[config.mk]
export PLATFORM = sky130hd
export DESIGN_NAME = ais_adc_ctrl
export DESIGN_NICKNAME = d
export VERILOG_FILES = /design/src/ais_pkg.sv /design/src/ais_adc_ctrl.sv
export SDC_FILE = /design/constraint.sdc
export NUM_CORES = 1
export LEC_CHECK = 0
export ABC_CLOCK_PERIOD_IN_PS = 2800
export BUFFER_PORTS_ARGS = -buffer_cell sky130_fd_sc_hd__buf_2
export CORE_AREA = 5 5 118 120
export CTS_CLUSTER_SIZE = 24
export DETAILED_ROUTE_END_ITERATION = 16
export DIE_AREA = 0 0 123 125
export PLACE_DENSITY = 0.87
export SYNTH_ARGS = -nofsm -noshare
export SYNTH_HDL_FRONTEND = slang
export SYNTH_SLANG_ARGS = --single-unit
[constraint.sdc]
create_clock -name ref_clk -period 2.8 [get_ports ref_clk]
set_input_delay 0.14 -clock ref_clk [delete_from_list [all_inputs] [get_ports ref_clk]]
set_output_delay 0.14 -clock ref_clk [all_outputs]
set_load 0.005 [all_outputs]
[src/ais_pkg.sv]
// Package: register map, field layout, timing counts and carriers for the A/D input sequencer
package ais_pkg;

   // ----------------------------------------------------------------
   // Register byte offsets
   // ----------------------------------------------------------------
   localparam logic [7:0] AIS_OFF_CTRL0   = 8'h00;
   localparam logic [7:0] AIS_OFF_CTRL1   = 8'h04;
   localparam logic [7:0] AIS_OFF_INSEL   = 8'h08;
   localparam logic [7:0] AIS_OFF_PA_FS   = 8'h0C;
   localparam logic [7:0] AIS_OFF_PB_FS   = 8'h10;
   localparam logic [7:0] AIS_OFF_PULL    = 8'h14;
   localparam logic [7:0] AIS_OFF_DIR     = 8'h18;
   localparam logic [7:0] AIS_OFF_RES_HI  = 8'h1C;
   localparam logic [7:0] AIS_OFF_RES_LO  = 8'h20;
   localparam logic [7:0] AIS_OFF_STATUS  = 8'h24;
   localparam logic [7:0] AIS_OFF_MASK    = 8'h28;

   // ----------------------------------------------------------------
   // Field positions
   // ----------------------------------------------------------------
   localparam int AIS_C0_PWR   = 0;
   localparam int AIS_C0_RFS   = 1;
   localparam int AIS_C0_START = 2;
   localparam int AIS_C0_BUSY  = 3;
   localparam int AIS_C0_CIE   = 4;
   localparam int AIS_C0_GIE   = 5;
   localparam int AIS_C1_CKS   = 0;
   localparam int AIS_C1_REF   = 4;
   localparam int AIS_IS_CHAN  = 0;
   localparam int AIS_IS_SRC   = 4;

   // ----------------------------------------------------------------
   // Codes and reset values
   // ----------------------------------------------------------------
   localparam logic [2:0]  AIS_SRC_EXT0    = 3'h0;
   localparam logic [2:0]  AIS_SRC_BANDGAP = 3'h1;
   localparam logic [2:0]  AIS_SRC_TEMP    = 3'h2;
   localparam logic [2:0]  AIS_SRC_OPOUT   = 3'h3;
   localparam logic [2:0]  AIS_SRC_OPPOS   = 3'h4;
   localparam logic [2:0]  AIS_SRC_EXT5    = 3'h5;
   localparam logic [2:0]  AIS_SRC_EXT6    = 3'h6;
   localparam logic [1:0]  AIS_FS_ANALOG   = 2'h3;
   localparam logic [1:0]  AIS_REF_EXT_LDO = 2'h0;
   localparam logic [1:0]  AIS_REF_TSREF   = 2'h2;
   localparam logic [3:0]  AIS_CHAN_RST    = 4'hF;
   localparam logic [1:0]  AIS_RESP_OKAY   = 2'h0;
   localparam logic [1:0]  AIS_RESP_SLVERR = 2'h2;

   // ----------------------------------------------------------------
   // Phase lengths in A/D clock periods
   // ----------------------------------------------------------------
   localparam logic [5:0]  AIS_SAMPLE_STD  = 6'h04;
   localparam logic [5:0]  AIS_SAMPLE_TEMP = 6'h2E;
   localparam logic [3:0]  AIS_CONV_BITS   = 4'hC;

   // ----------------------------------------------------------------
   // Carriers
   // ----------------------------------------------------------------
   typedef enum logic [1:0] {AIS_IDLE, AIS_SAMPLE, AIS_CONVERT} ais_seq_t;

   typedef struct packed {
      logic        awvalid;
      logic [7:0]  awaddr;
      logic        wvalid;
      logic [31:0] wdata;
      logic [3:0]  wstrb;
      logic        bready;
      logic        arvalid;
      logic [7:0]  araddr;
      logic        rready;
   } ais_axi_req_t;

   typedef struct packed {
      logic        awready;
      logic        wready;
      logic        bvalid;
      logic [1:0]  bresp;
      logic        arready;
      logic        rvalid;
      logic [31:0] rdata;
      logic [1:0]  rresp;
   } ais_axi_rsp_t;

   typedef struct packed {
      logic        power_en;
      logic        sampling;
      logic        converting;
      logic [7:0]  pin_connect;
      logic [3:0]  internal_sel;
      logic [2:0]  ref_sel_onehot;
      logic [11:0] sar_trial;
   } ais_analog_t;

   typedef struct packed {
      logic [7:0]  analog_en;
      logic [7:0]  digital_en;
      logic [7:0]  output_en;
      logic [7:0]  pullup_en;
   } ais_pins_t;

endpackage

[src/ais_adc_ctrl.sv]
// A/D input selection, pin override, sample/convert sequencer and AXI4-Lite registers
`timescale 1ns/1ps

// Notes on behaviour
// - Analog-selected pin loses other functions and its direction setting.
// - Pull-high on a pin drops whenever that pin is analog.
// - Sources 000/101/110 pick external pin zero to seven by channel code.
// - External source with channel 1000..1111 connects no pin.
// - Sources 001..100 route bandgap, temperature, op-amp out, op-amp plus.
// - Non-temperature conversion: 4 sample plus 12 convert periods.
// - Temperature conversion: 46 sample plus 12 convert, 58 periods.
// - A low-high-low start pulse begins sampling.
// - Busy high during conversion, falls with valid result registers.
// - A/D clock is system clock divided per three-bit select.
// - Format bit aligns the 12-bit result across high and low bytes.
// - Two-bit reference select picks the converter reference source.
// - Reference code 00 pin/regulator, 01/11 supply, 10 sensor reference.
// - Result is 12-bit unsigned, all ones at full scale.
module ais_adc_ctrl
(
   // Clock and reset
   input  wire logic                  ref_clk,
   input  wire logic                  rst_n,
   // Register bus
   input  wire ais_pkg::ais_axi_req_t axi_req,
   output      ais_pkg::ais_axi_rsp_t axi_rsp,
   // Analog core
   input  wire logic                  cmp_in,
   output      ais_pkg::ais_analog_t  analog,
   // Shared pins
   output      ais_pkg::ais_pins_t    pins,
   // Interrupt
   output      logic                  irq
);
   import ais_pkg::*;

   // ----------------------------------------------------------------
   // State
   // ----------------------------------------------------------------
   typedef struct packed {
      logic        aw_held;
      logic [7:0]  aw_addr;
      logic        w_held;
      logic [31:0] w_data;
      logic [3:0]  w_strb;
      logic        bvalid;
      logic [1:0]  bresp;
      logic        rvalid;
      logic [1:0]  rresp;
      logic [31:0] rdata;
      logic        pwr;
      logic        rfs;
      logic        start;
      logic        start_armed;
      logic        cie;
      logic        gie;
      logic [2:0]  clk_sel;
      logic [1:0]  ref_sel;
      logic [3:0]  chan;
      logic [2:0]  src;
      logic [7:0]  pa_fs;
      logic [7:0]  pb_fs;
      logic [7:0]  pull;
      logic [7:0]  dir;
      logic [7:0]  res_hi;
      logic [7:0]  res_lo;
      logic        done_st;
      logic        done_mask;
      ais_seq_t    seq;
      logic [6:0]  div_cnt;
      logic [5:0]  ph_cnt;
      logic [3:0]  bit_idx;
      logic [11:0] sar;
      logic        temp_conv;
   } ais_state_t;

   ais_state_t  st;
   ais_state_t  next_st;

   logic        ext_src;
   logic [7:0]  pin_analog;
   logic [6:0]  div_lim;
   logic        adck_tick;
   logic        do_write;
   logic        ar_take;
   logic        done_evt;
   logic        launch;
   logic [5:0]  sample_last;
   logic [31:0] rd_word;
   logic        rd_hit;

   // ----------------------------------------------------------------
   // Decode of selections
   // ----------------------------------------------------------------
   // External path on the three external codes
   assign ext_src = (st.src == AIS_SRC_EXT0) || (st.src == AIS_SRC_EXT5)
                    || (st.src == AIS_SRC_EXT6);

   // Per-pin function override, pull-high and channel connect
   genvar gi;
   generate
      for (gi = 0; gi < 8; gi++)
      begin : g_pin
         if (gi < 4)
         begin : g_pa
            assign pin_analog[gi] = (st.pa_fs[2*gi +: 2] == AIS_FS_ANALOG);
         end
         else
         begin : g_pb
            assign pin_analog[gi] = (st.pb_fs[2*(gi-4) +: 2] == AIS_FS_ANALOG);
         end
         assign pins.analog_en[gi]  = pin_analog[gi];
         assign pins.digital_en[gi] = ~pin_analog[gi];
         assign pins.output_en[gi]  = st.dir[gi] & ~pin_analog[gi];
         assign pins.pullup_en[gi]  = st.pull[gi] & ~pin_analog[gi];
         // Channel codes 8..15 match no pin, leaving the input floating
         assign analog.pin_connect[gi] = ext_src
                                         && (st.chan == 4'(gi));
      end
   endgenerate

   // Internal signal routing, one-hot in source order
   assign analog.internal_sel[0] = (st.src == AIS_SRC_BANDGAP);
   assign analog.internal_sel[1] = (st.src == AIS_SRC_TEMP);
   assign analog.internal_sel[2] = (st.src == AIS_SRC_OPOUT);
   assign analog.internal_sel[3] = (st.src == AIS_SRC_OPPOS);

   // Reference choice: bit0 pin/regulator, bit1 supply, bit2 sensor ref
   assign analog.ref_sel_onehot[0] = (st.ref_sel == AIS_REF_EXT_LDO);
   assign analog.ref_sel_onehot[2] = (st.ref_sel == AIS_REF_TSREF);
   assign analog.ref_sel_onehot[1] = st.ref_sel[0];

   // Converter status towards the analog core
   assign analog.power_en   = st.pwr;
   assign analog.sampling   = (st.seq == AIS_SAMPLE);
   assign analog.converting = (st.seq == AIS_CONVERT);
   assign analog.sar_trial  = st.sar | (12'h001 << st.bit_idx);

   // ----------------------------------------------------------------
   // A/D clock divider and sequencing terms
   // ----------------------------------------------------------------
   assign div_lim     = 7'((8'h01 << st.clk_sel) - 8'h01);
   assign adck_tick   = (st.div_cnt == div_lim);
   assign sample_last = (st.temp_conv ? AIS_SAMPLE_TEMP
                                      : AIS_SAMPLE_STD) - 6'h01;
   assign launch      = st.start_armed && !st.start && st.pwr
                        && (st.seq == AIS_IDLE);
   assign done_evt    = (st.seq == AIS_CONVERT) && adck_tick
                        && (st.bit_idx == 4'h0);

   // ----------------------------------------------------------------
   // Bus handshake terms and read mux
   // ----------------------------------------------------------------
   assign do_write = st.aw_held && st.w_held && !st.bvalid;
   assign ar_take  = axi_req.arvalid && !st.rvalid;

   always_comb
   begin
      rd_word = 32'h0000_0000;
      rd_hit  = 1'b1;
      case (axi_req.araddr)
         AIS_OFF_CTRL0:
         begin
            rd_word[AIS_C0_PWR]   = st.pwr;
            rd_word[AIS_C0_RFS]   = st.rfs;
            rd_word[AIS_C0_START] = st.start;
            rd_word[AIS_C0_BUSY]  = (st.seq != AIS_IDLE);
            rd_word[AIS_C0_CIE]   = st.cie;
            rd_word[AIS_C0_GIE]   = st.gie;
         end
         AIS_OFF_CTRL1:
         begin
            rd_word[AIS_C1_CKS +: 3] = st.clk_sel;
            rd_word[AIS_C1_REF +: 2] = st.ref_sel;
         end
         AIS_OFF_INSEL:
         begin
            rd_word[AIS_IS_CHAN +: 4] = st.chan;
            rd_word[AIS_IS_SRC +: 3]  = st.src;
         end
         AIS_OFF_PA_FS:  rd_word[7:0] = st.pa_fs;
         AIS_OFF_PB_FS:  rd_word[7:0] = st.pb_fs;
         AIS_OFF_PULL:   rd_word[7:0] = st.pull;
         AIS_OFF_DIR:    rd_word[7:0] = st.dir;
         AIS_OFF_RES_HI: rd_word[7:0] = st.res_hi;
         AIS_OFF_RES_LO: rd_word[7:0] = st.res_lo;
         AIS_OFF_STATUS: rd_word[0]   = st.done_st;
         AIS_OFF_MASK:   rd_word[0]   = st.done_mask;
         default:        rd_hit       = 1'b0;
      endcase
   end

   // ----------------------------------------------------------------
   // Next state
   // ----------------------------------------------------------------
   always_comb
   begin
      next_st = st;

      // Address and data channels taken in either order
      if (axi_req.awvalid && !st.aw_held)
      begin
         next_st.aw_held = 1'b1;
         next_st.aw_addr = axi_req.awaddr;
      end
      if (axi_req.wvalid && !st.w_held)
      begin
         next_st.w_held = 1'b1;
         next_st.w_data = axi_req.wdata;
         next_st.w_strb = axi_req.wstrb;
      end
      if (st.bvalid && axi_req.bready)
      begin
         next_st.bvalid = 1'b0;
      end

      // Register write, low byte lane only
      if (do_write)
      begin
         next_st.aw_held = 1'b0;
         next_st.w_held  = 1'b0;
         next_st.bvalid  = 1'b1;
         next_st.bresp   = AIS_RESP_OKAY;
         if (st.w_strb[0])
         begin
            case (st.aw_addr)
               AIS_OFF_CTRL0:
               begin
                  next_st.pwr   = st.w_data[AIS_C0_PWR];
                  next_st.rfs   = st.w_data[AIS_C0_RFS];
                  next_st.start = st.w_data[AIS_C0_START];
                  next_st.cie   = st.w_data[AIS_C0_CIE];
                  next_st.gie   = st.w_data[AIS_C0_GIE];
               end
               AIS_OFF_CTRL1:
               begin
                  next_st.clk_sel = st.w_data[AIS_C1_CKS +: 3];
                  next_st.ref_sel = st.w_data[AIS_C1_REF +: 2];
               end
               AIS_OFF_INSEL:
               begin
                  next_st.chan = st.w_data[AIS_IS_CHAN +: 4];
                  next_st.src  = st.w_data[AIS_IS_SRC +: 3];
               end
               AIS_OFF_PA_FS: next_st.pa_fs     = st.w_data[7:0];
               AIS_OFF_PB_FS: next_st.pb_fs     = st.w_data[7:0];
               AIS_OFF_PULL:  next_st.pull      = st.w_data[7:0];
               AIS_OFF_DIR:   next_st.dir       = st.w_data[7:0];
               AIS_OFF_MASK:  next_st.done_mask = st.w_data[0];
               AIS_OFF_RES_HI, AIS_OFF_RES_LO, AIS_OFF_STATUS: ;
               default:       next_st.bresp     = AIS_RESP_SLVERR;
            endcase
         end
         else if (!(st.aw_addr inside {AIS_OFF_CTRL0, AIS_OFF_CTRL1, AIS_OFF_INSEL,
                  AIS_OFF_PA_FS, AIS_OFF_PB_FS, AIS_OFF_PULL, AIS_OFF_DIR,
                  AIS_OFF_RES_HI, AIS_OFF_RES_LO, AIS_OFF_STATUS, AIS_OFF_MASK}))
         begin
            next_st.bresp = AIS_RESP_SLVERR;
         end
      end

      // Read channel; a status read clears the sticky bit
      if (st.rvalid && axi_req.rready)
      begin
         next_st.rvalid = 1'b0;
      end
      if (ar_take)
      begin
         next_st.rvalid = 1'b1;
         next_st.rdata  = rd_word;
         next_st.rresp  = rd_hit ? AIS_RESP_OKAY : AIS_RESP_SLVERR;
         if (axi_req.araddr == AIS_OFF_STATUS)
         begin
            next_st.done_st = 1'b0;
         end
      end

      // Start pulse: arm on high, fire on return to low
      if (st.start)
      begin
         next_st.start_armed = 1'b1;
      end
      else if (st.start_armed)
      begin
         next_st.start_armed = 1'b0;
      end

      // A/D clock divider, realigned at launch
      next_st.div_cnt = adck_tick ? 7'h00 : st.div_cnt + 7'h01;

      // Sample and convert sequencer
      case (st.seq)
         AIS_IDLE:
         begin
            if (launch)
            begin
               next_st.seq       = AIS_SAMPLE;
               next_st.div_cnt   = 7'h00;
               next_st.ph_cnt    = 6'h00;
               next_st.temp_conv = (st.src == AIS_SRC_TEMP);
               next_st.sar       = 12'h000;
               next_st.bit_idx   = AIS_CONV_BITS - 4'h1;
            end
         end
         AIS_SAMPLE:
         begin
            if (adck_tick)
            begin
               if (st.ph_cnt == sample_last)
               begin
                  next_st.seq = AIS_CONVERT;
               end
               else
               begin
                  next_st.ph_cnt = st.ph_cnt + 6'h01;
               end
            end
         end
         AIS_CONVERT:
         begin
            // One result bit decided per A/D clock period, MSB first
            if (adck_tick)
            begin
               next_st.sar[st.bit_idx] = cmp_in;
               next_st.bit_idx = st.bit_idx - 4'h1;
               if (st.bit_idx == 4'h0)
               begin
                  next_st.seq = AIS_IDLE;
                  if (st.rfs)
                  begin
                     next_st.res_hi = {4'h0, st.sar[11:8]};
                     next_st.res_lo = {st.sar[7:1], cmp_in};
                  end
                  else
                  begin
                     next_st.res_hi = st.sar[11:4];
                     next_st.res_lo = {st.sar[3:1], cmp_in, 4'h0};
                  end
               end
            end
         end
         default: next_st.seq = AIS_IDLE;
      endcase

      // Powering down aborts any conversion in flight, at the same edge
      if (!next_st.pwr)
      begin
         next_st.seq = AIS_IDLE;
      end

      // Completion sets the sticky bit; set wins over a clearing read
      if (done_evt && next_st.pwr)
      begin
         next_st.done_st = 1'b1;
      end
   end

   // ----------------------------------------------------------------
   // State register
   // ----------------------------------------------------------------
   always_ff @(posedge ref_clk)
   begin
      if (!rst_n)
      begin
         st         <= '0;
         st.chan    <= AIS_CHAN_RST;
         st.seq     <= AIS_IDLE;
      end
      else
      begin
         st <= next_st;
      end
   end

   // ----------------------------------------------------------------
   // Outputs
   // ----------------------------------------------------------------
   assign axi_rsp.awready = !st.aw_held;
   assign axi_rsp.wready  = !st.w_held;
   assign axi_rsp.bvalid  = st.bvalid;
   assign axi_rsp.bresp   = st.bresp;
   assign axi_rsp.arready = !st.rvalid;
   assign axi_rsp.rvalid  = st.rvalid;
   assign axi_rsp.rdata   = st.rdata;
   assign axi_rsp.rresp   = st.rresp;

   // Interrupt reaches the CPU only with status, mask bit and both enables set
   assign irq = st.done_st && st.done_mask && st.cie && st.gie;

endmodule // ais_adc_ctrl

After elaboration in Yosys (flattened, before gate mapping)
Index checks and enable logic that the tools add are counted.
{ "op_classes": {"reduce_logical": 65, "mux": 40, "eq_ne": 52, "bitwise": 26, "n_addsub": 5, "n_shift": 2, "n_lt_le_gt_ge": 2} }
{ "op_table": {"columns": ["operator", "count"], "rows": [
  ["equality test 8 x 5 -> 1 bit, second input constant", 8],
  ["equality test 8 x 6 -> 1 bit, second input constant", 6],
  ["one-hot mux 2 bit (9 select lines)", 2],
  ["2-to-1 mux 35 bit", 1],
  ["equality test 8 x 4 -> 1 bit, second input constant", 4],
  ["2-to-1 mux 16 bit", 2],
  ["2-to-1 mux 32 bit", 1],
  ["one-hot mux 16 bit (2 select lines)", 1],
  ["AND reduction 3 bit", 10],
  ["logical AND 1 bit", 25],
  ["OR reduction 11 bit", 2],
  ["equality test 2 bit, second input constant", 10],
  ["2-to-1 mux 6 bit", 3],
  ["bitwise AND 1 bit", 16],
  ["equality test 4 x 3 -> 1 bit, second input constant", 4],
  ["equality test 8 x 3 -> 1 bit, second input constant", 2],
  ["zero test 8 bit", 2],
  ["2-to-1 mux 2 bit", 8],
  ["2-to-1 mux 7 bit", 2],
  ["nonzero test 2 bit", 7],
  ["bitwise mux 12 bit", 1],
  ["2-to-1 mux 3 bit", 4],
  ["bitwise OR 12 bit", 1],
  ["one-hot mux 6 bit (2 select lines)", 1],
  ["37 further kinds", 69]
]} }
{ "word_totals": {"ff_bits": 133, "elab_cells": 226, "out_inout_bits": 104} }

Logic depth before layout (Yosys ltp)
Gate-level depths: netlist of the first run.
{ "logic_depth": {"word_depth": 8, "mapped_depth": 9, "depth_no_buf": 6} }

Worst setup path after synthesis of the first run
No wires, ideal clock.
{ "synth_path": {"kind": "flip-flop to flip-flop", "from": "reg st[91] (netlist name)", "to": "reg st[21] (netlist name)", "arrival_time_ps": 2158, "stages_incl_launch_ff": 7, "period_less_slack_ps": 2228, "required_time_ps": 2730, "path_slack_ps": 572, "cell_sequence": "dfxtp_1 or4_1 mux2i_1 o22ai_2 or3_4 or4_1 a21oi_1"} }
{ "synth_via": {"elab_chain_len": 5} }
{ "synth_lines": {"columns": ["item", "line", "text"], "rows": [
  ["start: declaration", "ais_adc_ctrl.sv:77", "ais_state_t st;"],
  ["start signal: assignment", "ais_adc_ctrl.sv:371", "st <= next_st;"],
  ["left shift 1 x 3 -> 7 bit", "ais_adc_ctrl.sv:142", "assign div_lim = 7'((8'h01 << st.clk_sel) - 8'h01);"],
  ["subtractor 7 x 1 -> 7 bit", "ais_adc_ctrl.sv:142", null],
  ["equality test 7 bit", "ais_adc_ctrl.sv:143", "assign adck_tick = (st.div_cnt == div_lim);"],
  ["inequality test 2 x 1 -> 1 bit (no line)", null, null],
  ["AND reduction 4 bit (no line)", null, null]
]} }
No other way between the ends.
A chain may end at the register's enable or synchronous reset.

Worst setup path in the final report of the first run
{ "layout_path": {"from": "reg st[92] (netlist name)", "to": "reg st[21] (netlist name)"} }
Same word-level chain as after synthesis.

==> impl_metrics.csv, run 1 <==
group,metric,value,unit
outcome,status,"completed",
global_route,grt.overflow.total,0,
clocking,cts_resized,0,
yosys,synth_xor_area_share,0.7830,%
timing,finalCritPeriodShare,90.51,%
placed_design,place_area,7223,µm²
timing,setup_viol,0,
route,ant_nets,0,
setup_path,worstSetupStartpointType,"flip-flop",
timing,worst_pin_slew,0.9009,ns
clocking,cts_tree,"yes",
setup_path,crit_type,"reg -> reg",
setup_path,worstPathMaxFanout,13,
floorplan,die_area,15380,µm²
run,cap_violations,0,
timing,fmax,394.6,MHz
setup_path,cp_slowest_cell,"or4_1",
clocking,h-tree-depth,4,
route,vias,6172,
power,p_per_area,548.9,nW/µm²
yosys,synth_compound_area_share,12.47,%
setup_path,crit_top_cell,"or4_1",
route,detail_route.vias_per_cell,5.657,
setup_path,ff2ff_setup_slack,0.27,ns
yosys,synth_adder_area_share,1.305,%
global_route,antenna_found_initial,0,
placed_design,port_buffers,110,
yosys,synth_top_cell_by_area,"dfxtp_1",
setup_path,cpPeakStageDelay,0.53,ns
yosys,syn-cell-area,6711,µm²
floorplan,initial_core_util,52.13,%
yosys,synth_cells,794,
setup_path,critPathBufInv,0,
yosys,synth-simple-area-share,23.60,%
timing,finalClockSkew,0.01065,ns
worst_hold_path,holdPathEnd,"axi_rsp[34]",
setup_path,cp_data_arrival_time,2.87,ns
clocking,clockRootBuffer,"clkbuf_16",
floorplan,core,12870,µm²
floorplan,rows,42,
timing,rsz0062_at_grt,"false",
placed_design,place_ws,0.2909,ns
clocking,clock_sinks,131,
timing,slew_viol_final,0,
timing,fin_ws,0.2657,ns
setup_path,r2r_cells,6,
placed_design,dp_hpwl,12700,µm
yosys,yosys.cell_types.count,63,
timing,report.final.hold_viol_count,0,
power,peakVddDrop,0.4078,mV
yosys,yosys-top-cells-area,"dfxtp_1 (39%), mux2i_1 (10%), nor2_1 (5.3%)",
worst_hold_path,holdPathStages,3,
placed_design,place_congestion,0.8993,
setup_path,critPathRequiredTime,3.14,ns
floorplan,fp.dieH,125,µm
global_route,grt_pass1_wl,30830,µm
route,drt-initial-drc-count,581,
yosys,synth.yosys.seq_area_share,39.08,%
power,power.leakage,3.696,nW
setup_path,path_cells,"or4_1 > mux2i_1 > o22ai_2 > or3_4 > or4_1 > a21oi_1",
yosys,synth_mux_area_share,14.52,%
route,wl_per_cell,17.49,µm
yosys,yosys_warnings,0,
clocking,cts_buffers,17,
global_route,grt.total_usage,24.79,%
worst_hold_path,hold_path.class,"in -> reg",
timing,layout_min_cycle_time,2.534,ns
finish,antennaDiodeCount,0,
clocking,clk_pin_slew,0.05,ns
setup_path,r2r_end,"st[21]",
route,wl,19090,µm
yosys,yosysTopAreaCellShare,39.08,%
global_route,first_global_vias,6110,
yosys,avgSynthCellArea,8.453,µm²
setup_path,r2r-start,"st[92]",
route,drtPass1Iterations,5,
yosys,ys.flop_type,"dfxtp_1",
timing,slew_headroom,39.82,%
yosys,synth_async_sr_flop_share,0,%
setup_path,endpoint_kind,"flip-flop",
worst_hold_path,hp-start,"axi_req[9]",
route,drc,0,
finish,finish.instance_area,8044,µm²
finish,nets,970,
floorplan,die_w,123,µm
global_route,grt_max_degree,75,
clocking,clock_latency,0.41,ns
setup_path,critical_path.top_delay_family,"simple AND/OR/NAND/NOR gates",
yosys,synth_top_cells_by_count,"dfxtp_1 (131), nor2_1 (95), nand2_1 (74)",
yosys,synth-seq-cells,131,
yosys,synth_top_family_by_area,"simple AND/OR/NAND/NOR gates",
floorplan,io-pin-count,164,
timing,tns,0,ns
finish,drive_gt1_share,20.22,%
clocking,cts_buffer_depth,2,
finish,syn2layout_area_growth,19.85,%
yosys,synth_edf_count,0,
yosys,yosysMostFrequentCell,"dfxtp_1",
tightest hold or removal path: stages:
cell and delay (ns):
buf_2 0.11, nor2_1 0.08, a211oi_1 0.05
per-layer routing:
layer | GRT usage, % | part of all wire (%) | vias up
met5 | 0 | 0 | -
met4 | 11.14 | 3.8 | 0
met2 | 40.14 | 48 | 302
met3 | 5.917 | 7.7 | 66
li1 | - | - | 2917
met1 | 31.21 | 40 | 2887
area by class of cell:
| class | instances | area (µm²) |
|---|---|---|
| Tap cell | 176 | 220.2 |
| Fill cell | 997 | 4831 |
| Clock buffer | 22 | 474.2 |
| Multi-Input combinational cell | 584 | 3633 |
| Clock inverter | 9 | 128.9 |
| Timing Repair Buffer | 144 | 870.8 |
| Sequential cell | 131 | 2623 |
| Inverter | 25 | 93.84 |
registers in the layout, summed over array words and instances, names as in the netlist:
| register | count |
|---|---|
| axi_rsp | 12 |
| st | 117 |
| analog | 2 |
metrics by stage:
| stage | utilization, % | cells | power [mW] | hold WS (ns) |
|---|---|---|---|---|
| 2_1_floorplan | - | 819 | 2.121 | 0.2390 |
| 3_3_place_gp | 56.10 | 1038 | 2.160 | 0.3247 |
| 3_5_place_dp | 56.10 | 1038 | 2.164 | 0.3317 |
| 4_1_cts | 62.42 | 1090 | 4.410 | 0.01235 |
| 5_1_grt | 62.48 | 1091 | 4.532 | 0.04838 |
| 6_report | 62.48 | 1091 | 4.415 | 0.02323 |
placed cells by master (no fill, tap or decap), drive strengths merged, types with 6 or more instances in the layout:
cell and n:
dfxtp 131, inv 25, clkbuf 22, a22oi 7, ha 7, nor3 18
o21ai 45, mux2i 67, nor2 95, dlygate4sd3 21, conb 26, nand3b 8
mux2 17, nor2b 13, buf 123, a21oi 52, nand2b 23, nand2 74
nand4 6, nand3 23, and2 21, nor4 8
worst max-delay path by stage:
stage / cells after the start / startpoint / to / slack, ns
floorplan: 6 / st[91] / st[21] / 0.57
global placement: 6 / st[93] / st[21] / 0.34
detailed placement: 6 / st[93] / st[21] / 0.29
CTS: 6 / st[92] / st[8] / 0.28
global route: 6 / st[93] / st[21] / 0.05
finish: 6 / st[92] / st[21] / 0.27
power breakdown:
group	switching (mW)	internal [mW]
registers	0.0331	1.89
logic	0.137	0.0962
clock network	0.796	1.46
total	0.967	3.45
cells by family after synthesis:
logic type / count (synthesis)
xor gates and xnor gates: 6
other: 1
muxes: 89
adders and majority gates: 7
buffers and inverters: 104
DFF: 131
AOI/OAI and AO/OA: 140
and+or+nand+nor: 316
repair_timing:
action	4_1_cts	5_1_grt
endpoints found under the hold margin	21	0
buffers inserted	0	1
setup endpoints to repair	0	1
hold buffers	21	0
No activity file was read; power rests on OpenSTA's default activity.
==> inputs of run 2 (changes only) <==
Settings changed: CORE_AREA 5 5 118 120 to 5 5 116 118, CTS_BUF_LIST set to sky130_fd_sc_hd__clkbuf_8, DIE_AREA 0 0 123 125 to 0 0 121 123, PLACE_DENSITY 0.87 to 0.9.
==> run 2 against run 1 <==
Combinational power is essentially flat. Global-route usage shrank 0.097 points. Clock skew grew 0.0017 ns. Largest power group is now sequential cells.
==> impl_metrics.csv, run 2 (synthesis gave the netlist of run 1 again) <==
group,metric,value,unit
worst_hold_path,hold_path.class,"in -> reg",
setup_path,cp_data_arrival_time,2.95,ns
clocking,cts_buffer_depth,2,
timing,finalCritPeriodShare,91.78,%
clocking,cts_buffers,17,
timing,worst_pin_slew,0.9229,ns
clocking,clk_pin_slew,0.08,ns
global_route,grt.overflow.total,0,
route,drt-initial-drc-count,542,
route,wl_per_cell,16.90,µm
route,detail_route.vias_per_cell,5.666,
finish,layout_common_cells,"dfxtp_1 (131), buf_2 (110), nor2_1 (95)",
outcome,status,"completed",
setup_path,worstSetupStartpointType,"flip-flop",
finish,largest-register,"st",
route,drc,0,
global_route,grt_pass1_wl,29130,µm
clocking,h-tree-depth,4,
finish,final_common_cell,"dfxtp_1",
setup_path,endpoint_kind,"flip-flop",
power,p_per_area,498.5,nW/µm²
power,peakVddDrop,0.4192,mV
route,wl,18380,µm
finish,nets,970,
setup_path,crit_type,"reg -> reg",
run,cap_violations,0,
timing,hold_ws,0.03165,ns
floorplan,io-pin-count,164,
global_route,grt_max_degree,64,
finish,drive_gt1_share,20.31,%
route,drtPass1Iterations,5,
finish,syn2layout_area_growth,17.39,%
floorplan,die_area,14880,µm²
finish,antennaDiodeCount,0,
floorplan,die_w,121,µm
timing,fmax,389.1,MHz
floorplan,core,12360,µm²
global_route,first_global_vias,5899,
placed_design,dp.cells,1034,
timing,slew_headroom,38.35,%
placed_design,port_buffers,110,
floorplan,rows,41,
timing,slew_viol_final,0,
clocking,clockRootBuffer,"clkbuf_8",
clocking,cts_tree,"yes",
timing,layout_min_cycle_time,2.570,ns
placed_design,dp_hpwl,12460,µm
timing,report.final.hold_viol_count,0,
clocking,clock_latency,0.46,ns
finish,fillCellCount,962,
placed_design,place_congestion,0.9088,
power,power.leakage,3.627,nW
timing,finalClockSkew,0.01239,ns
global_route,grt.total_usage,24.69,%
setup_path,ff2ff_setup_slack,0.23,ns
route,vias,6165,
finish,stdcell_count,1088,
clocking,clock_sinks,131,
timing,setup_viol,0,
clocking,cts_resized,0,
setup_path,worstPathMaxFanout,16,
floorplan,fp.dieH,123,µm
floorplan,initial_core_util,54.29,%
route,ant_nets,0,
setup_path,critPathRequiredTime,3.18,ns
timing,tns,0,ns
timing,rsz0062_at_grt,"false",
finish,largest_reg_flops,117,
global_route,antenna_found_initial,0,
==> run 2: changes by cell type in the layout (fill, tap and decap cells not counted), sizes merged <==
cell         previous run  this run
inv                    25        29
dlygate4sd3            21        22
clkbuf                 22        17
clkinvlp                2         1
bufinv                  3         4
buf                   123       122
clkinv                  4         6
==> run 2: what timing repair did <==
action                    4_1_cts  5_1_grt
setup buffers                   0        0
hold endpoints to repair       21        0
hold buffers                   22        0
==> run 2: power breakdown <==
part / internal (mW) / total (mW) / switching (mW)
combinational: 0.0966 / 0.234 / 0.138
sequential: 1.89 / 1.92 / 0.0330
clock: 0.979 / 1.77 / 0.795
==> run 2: worst paths after layout <==
kind / end / cells after the start / from
setup / recovery: st[21] / 6 / st[93]
hold / removal: st[34] / 3 / cmp_in
setup reg to reg: st[21] / 6 / st[93]
hold reg to reg: st[94] / 2 / st[94]
==> run 2: final cells by class <==
| type | instances | area [µm²] | share of cell area [%] |
|---|---|---|---|
| Inverter | 25 | 93.84 | 1.191 |
| Sequential cell | 131 | 2623 | 33.29 |
| Multi-Input combinational cell | 584 | 3633 | 46.12 |
| Clock inverter | 15 | 206.4 | 2.620 |
| Clock buffer | 17 | 234.0 | 2.970 |
| Timing Repair Buffer | 144 | 873.3 | 11.08 |
| Tap cell | 172 | 215.2 | 2.731 |
==> run 2: stage by stage <==
stage          cell area [µm²]  utilization (%)  setup WS (ns)  total power [mW]
3_5_place_dp              7218            58.38         0.3031             2.161
2_1_floorplan             6805                -         0.5718             2.121
4_1_cts                   7879            63.73         0.2672             3.924
5_1_grt                   7879            63.73        0.08059             4.046
6_report                  7879            63.73         0.2302             3.927
3_3_place_gp              7218            58.38         0.3482             2.157
==> run 2: routing by layer <==
| layer | GRT usage [%] | share of wire, % | up-vias |
|---|---|---|---|
| met1 | 29.94 | 40 | 2865 |
| met4 | 11.83 | 3.6 | 0 |
| met3 | 6.313 | 7.8 | 57 |
| li1 | - | - | 2933 |
| met2 | 41.13 | 49 | 310 |
| met5 | 0 | 0 | - |
==> run 2: critical path: stages (launching register included) <==
cell     delay (ns)
dfxtp_1        0.45
and3_1         0.25
nor4b_1        0.44
o22ai_2        0.24
or3_4          0.45
or4_1          0.52
a21oi_1        0.16
==> inputs of run 3 (changes only) <==
Settings changed: CORE_AREA 5 5 116 118 to 5 5 161 86, DIE_AREA 0 0 121 123 to 0 0 166 91, SLEW_MARGIN set to 20.
==> run 3 against run 2 <==
Wire length is 2.9% higher. Total power is 1.4% lower. Register-to-register slack worse by 0.05 ns. Critical endpoint is now st[2]. Highest routed layer unchanged.
==> impl_metrics.csv, run 3 (synthesis gave the netlist of run 1 again) <==
group,metric,value,unit
power,p_per_area,492.4,nW/µm²
timing,worst_pin_slew,0.8821,ns
clocking,clk_pin_slew,0.08,ns
global_route,grt_pass1_wl,29930,µm
setup_path,critPathRequiredTime,3.16,ns
global_route,grt_max_degree,57,
setup_path,ff2ff_setup_slack,0.18,ns
floorplan,initial_core_util,54.56,%
route,drtPass1Iterations,8,
setup_path,setup.worst_path.end,"st[2]",
finish,fillCellCount,1053,
placed_design,place_congestion,0.9433,
clocking,cts_tree,"yes",
setup_path,worstPathMaxFanout,12,
route,drt-initial-drc-count,576,
clocking,cts_buffer_depth,2,
route,wl_per_cell,17.38,µm
timing,rsz0062_at_grt,"false",
finish,final_core_util,63.94,%
timing,report.final.hold_viol_count,0,
clocking,h-tree-depth,4,
finish,largest-register,"st",
timing,fmax,382.0,MHz
clocking,clockRootBuffer,"clkbuf_8",
finish,drive_gt1_share,20.37,%
floorplan,core,12300,µm²
timing,slew_viol_final,0,
outcome,status,"completed",
setup_path,endpoint_kind,"flip-flop",
setup_path,r2r_cells,6,
route,drc,0,
clocking,clock_sinks,131,
timing,finalCritPeriodShare,93.50,%
floorplan,die_area,15110,µm²
setup_path,cp_data_arrival_time,2.98,ns
route,detail_route.vias_per_cell,5.781,
clocking,postCtsSetupBuffers,0,
global_route,antenna_found_initial,1,
floorplan,fp.dieH,91,µm
placed_design,dp_hpwl,13710,µm
clocking,cts_resized,0,
finish,layout_common_cells,"dfxtp_1 (131), buf_2 (110), nor2_1 (95)",
setup_path,r2r_end,"st[2]",
finish,nets,972,
setup_path,worstSetupStartpointType,"flip-flop",
finish,syn2layout_area_growth,17.19,%
route,vias,6295,
timing,tns,0,ns
power,peakVddDrop,0.2735,mV
timing,finalClockSkew,0.01287,ns
floorplan,io-pin-count,164,
worst_hold_path,hold_path.class,"in -> reg",
timing,fin_ws,0.1819,ns
setup_path,crit_type,"reg -> reg",
power,power.leakage,3.617,nW
power,total_power,3.873,mW
timing,setup_viol,0,
finish,final_common_cell,"dfxtp_1",
placed_design,port_buffers,110,
timing,slew_headroom,41.07,%
floorplan,rows,29,
global_route,grt.overflow.total,0,
clocking,clock_latency,0.46,ns
finish,largest_reg_flops,117,
timing,hold_ws,0.1310,ns
global_route,grt.total_usage,24.26,%
clocking,cts_buffers,17,
route,ant_nets,0,
floorplan,die_w,166,µm
route,wl,18930,µm
run,cap_violations,0,
placed_design,place_ws,0.2871,ns
global_route,first_global_vias,5605,
timing,layout_min_cycle_time,2.618,ns
setup_path,r2r-start,"st[24]",
setup_path,startpoint,"st[24]",
-- run 3: changes by cell type in the layout (fill, tap and decap cells not counted) --
cell	change
clkinvlp_4	+3
inv_6	-3
buf_4	+2
clkbuf_8	+2
clkinv_4	-2
buf_12	-1
bufinv_16	-1
clkinv_2	+1
diode_2	+1
dlygate4sd3_1	+1
-- run 3: worst max-delay path: stages (launching register included) --
cell	delay, ns
dfxtp_1	0.44
inv_1	0.06
a2111oi_1	0.65
o22ai_2	0.27
nor3_1	0.33
nand4_1	0.45
o21ai_0	0.33
-- run 3: worst min-delay path by stage --
| stage | from | to | slack, ns | cells after the start |
|---|---|---|---|---|
| after floorplan | axi_req[0] | axi_rsp[34] | 0.24 | 1 |
| after global placement | axi_req[0] | axi_rsp[34] | 0.33 | 2 |
| after detailed placement | axi_req[0] | axi_rsp[34] | 0.34 | 2 |
| after CTS | rst_n | st[87] | 0.12 | 2 |
| after global routing | rst_n | st[88] | 0.15 | 2 |
| final | axi_req[9] | axi_rsp[2] | 0.13 | 4 |
-- run 3: power breakdown --
part,switching [mW],internal [mW],total (mW)
registers,0.0350,1.89,1.92
logic,0.141,0.0983,0.239
clock network,0.787,0.924,1.71
total,0.963,2.91,3.87
-- run 3: layout make-up --
type / count / area (µm²) / area share (%)
antenna: 1 / 2.502 / 0.03182
timing repair buffer: 146 / 878.3 / 11.17
sequential: 131 / 2623 / 33.34
inverter: 25 / 93.84 / 1.193
tap: 170 / 212.7 / 2.704
multi-input combinational: 584 / 3633 / 46.20
clock inverter: 13 / 160.2 / 2.036
clock buffer: 19 / 261.5 / 3.325
-- run 3: metrics by stage --
step,cell area (µm²),instances
after CTS,7863,1088
after floorplan,6805,819
after global routing,7865,1089
after detailed placement,7211,1033
after global placement,7211,1033
final,7865,1089
-- run 3: routing by layer --
layer | track usage [%] | part of all wire [%]
met5 | 0 | 0
met4 | 5.285 | 1.4
met3 | 7.722 | 11
met2 | 34.57 | 42
met1 | 35.94 | 46
-- run 3: timing repair --
action | in CTS | in global routing
endpoints found under the hold margin | 22 | 0
hold buffers | 23 | 0
endpoints found under the setup margin | 0 | 0
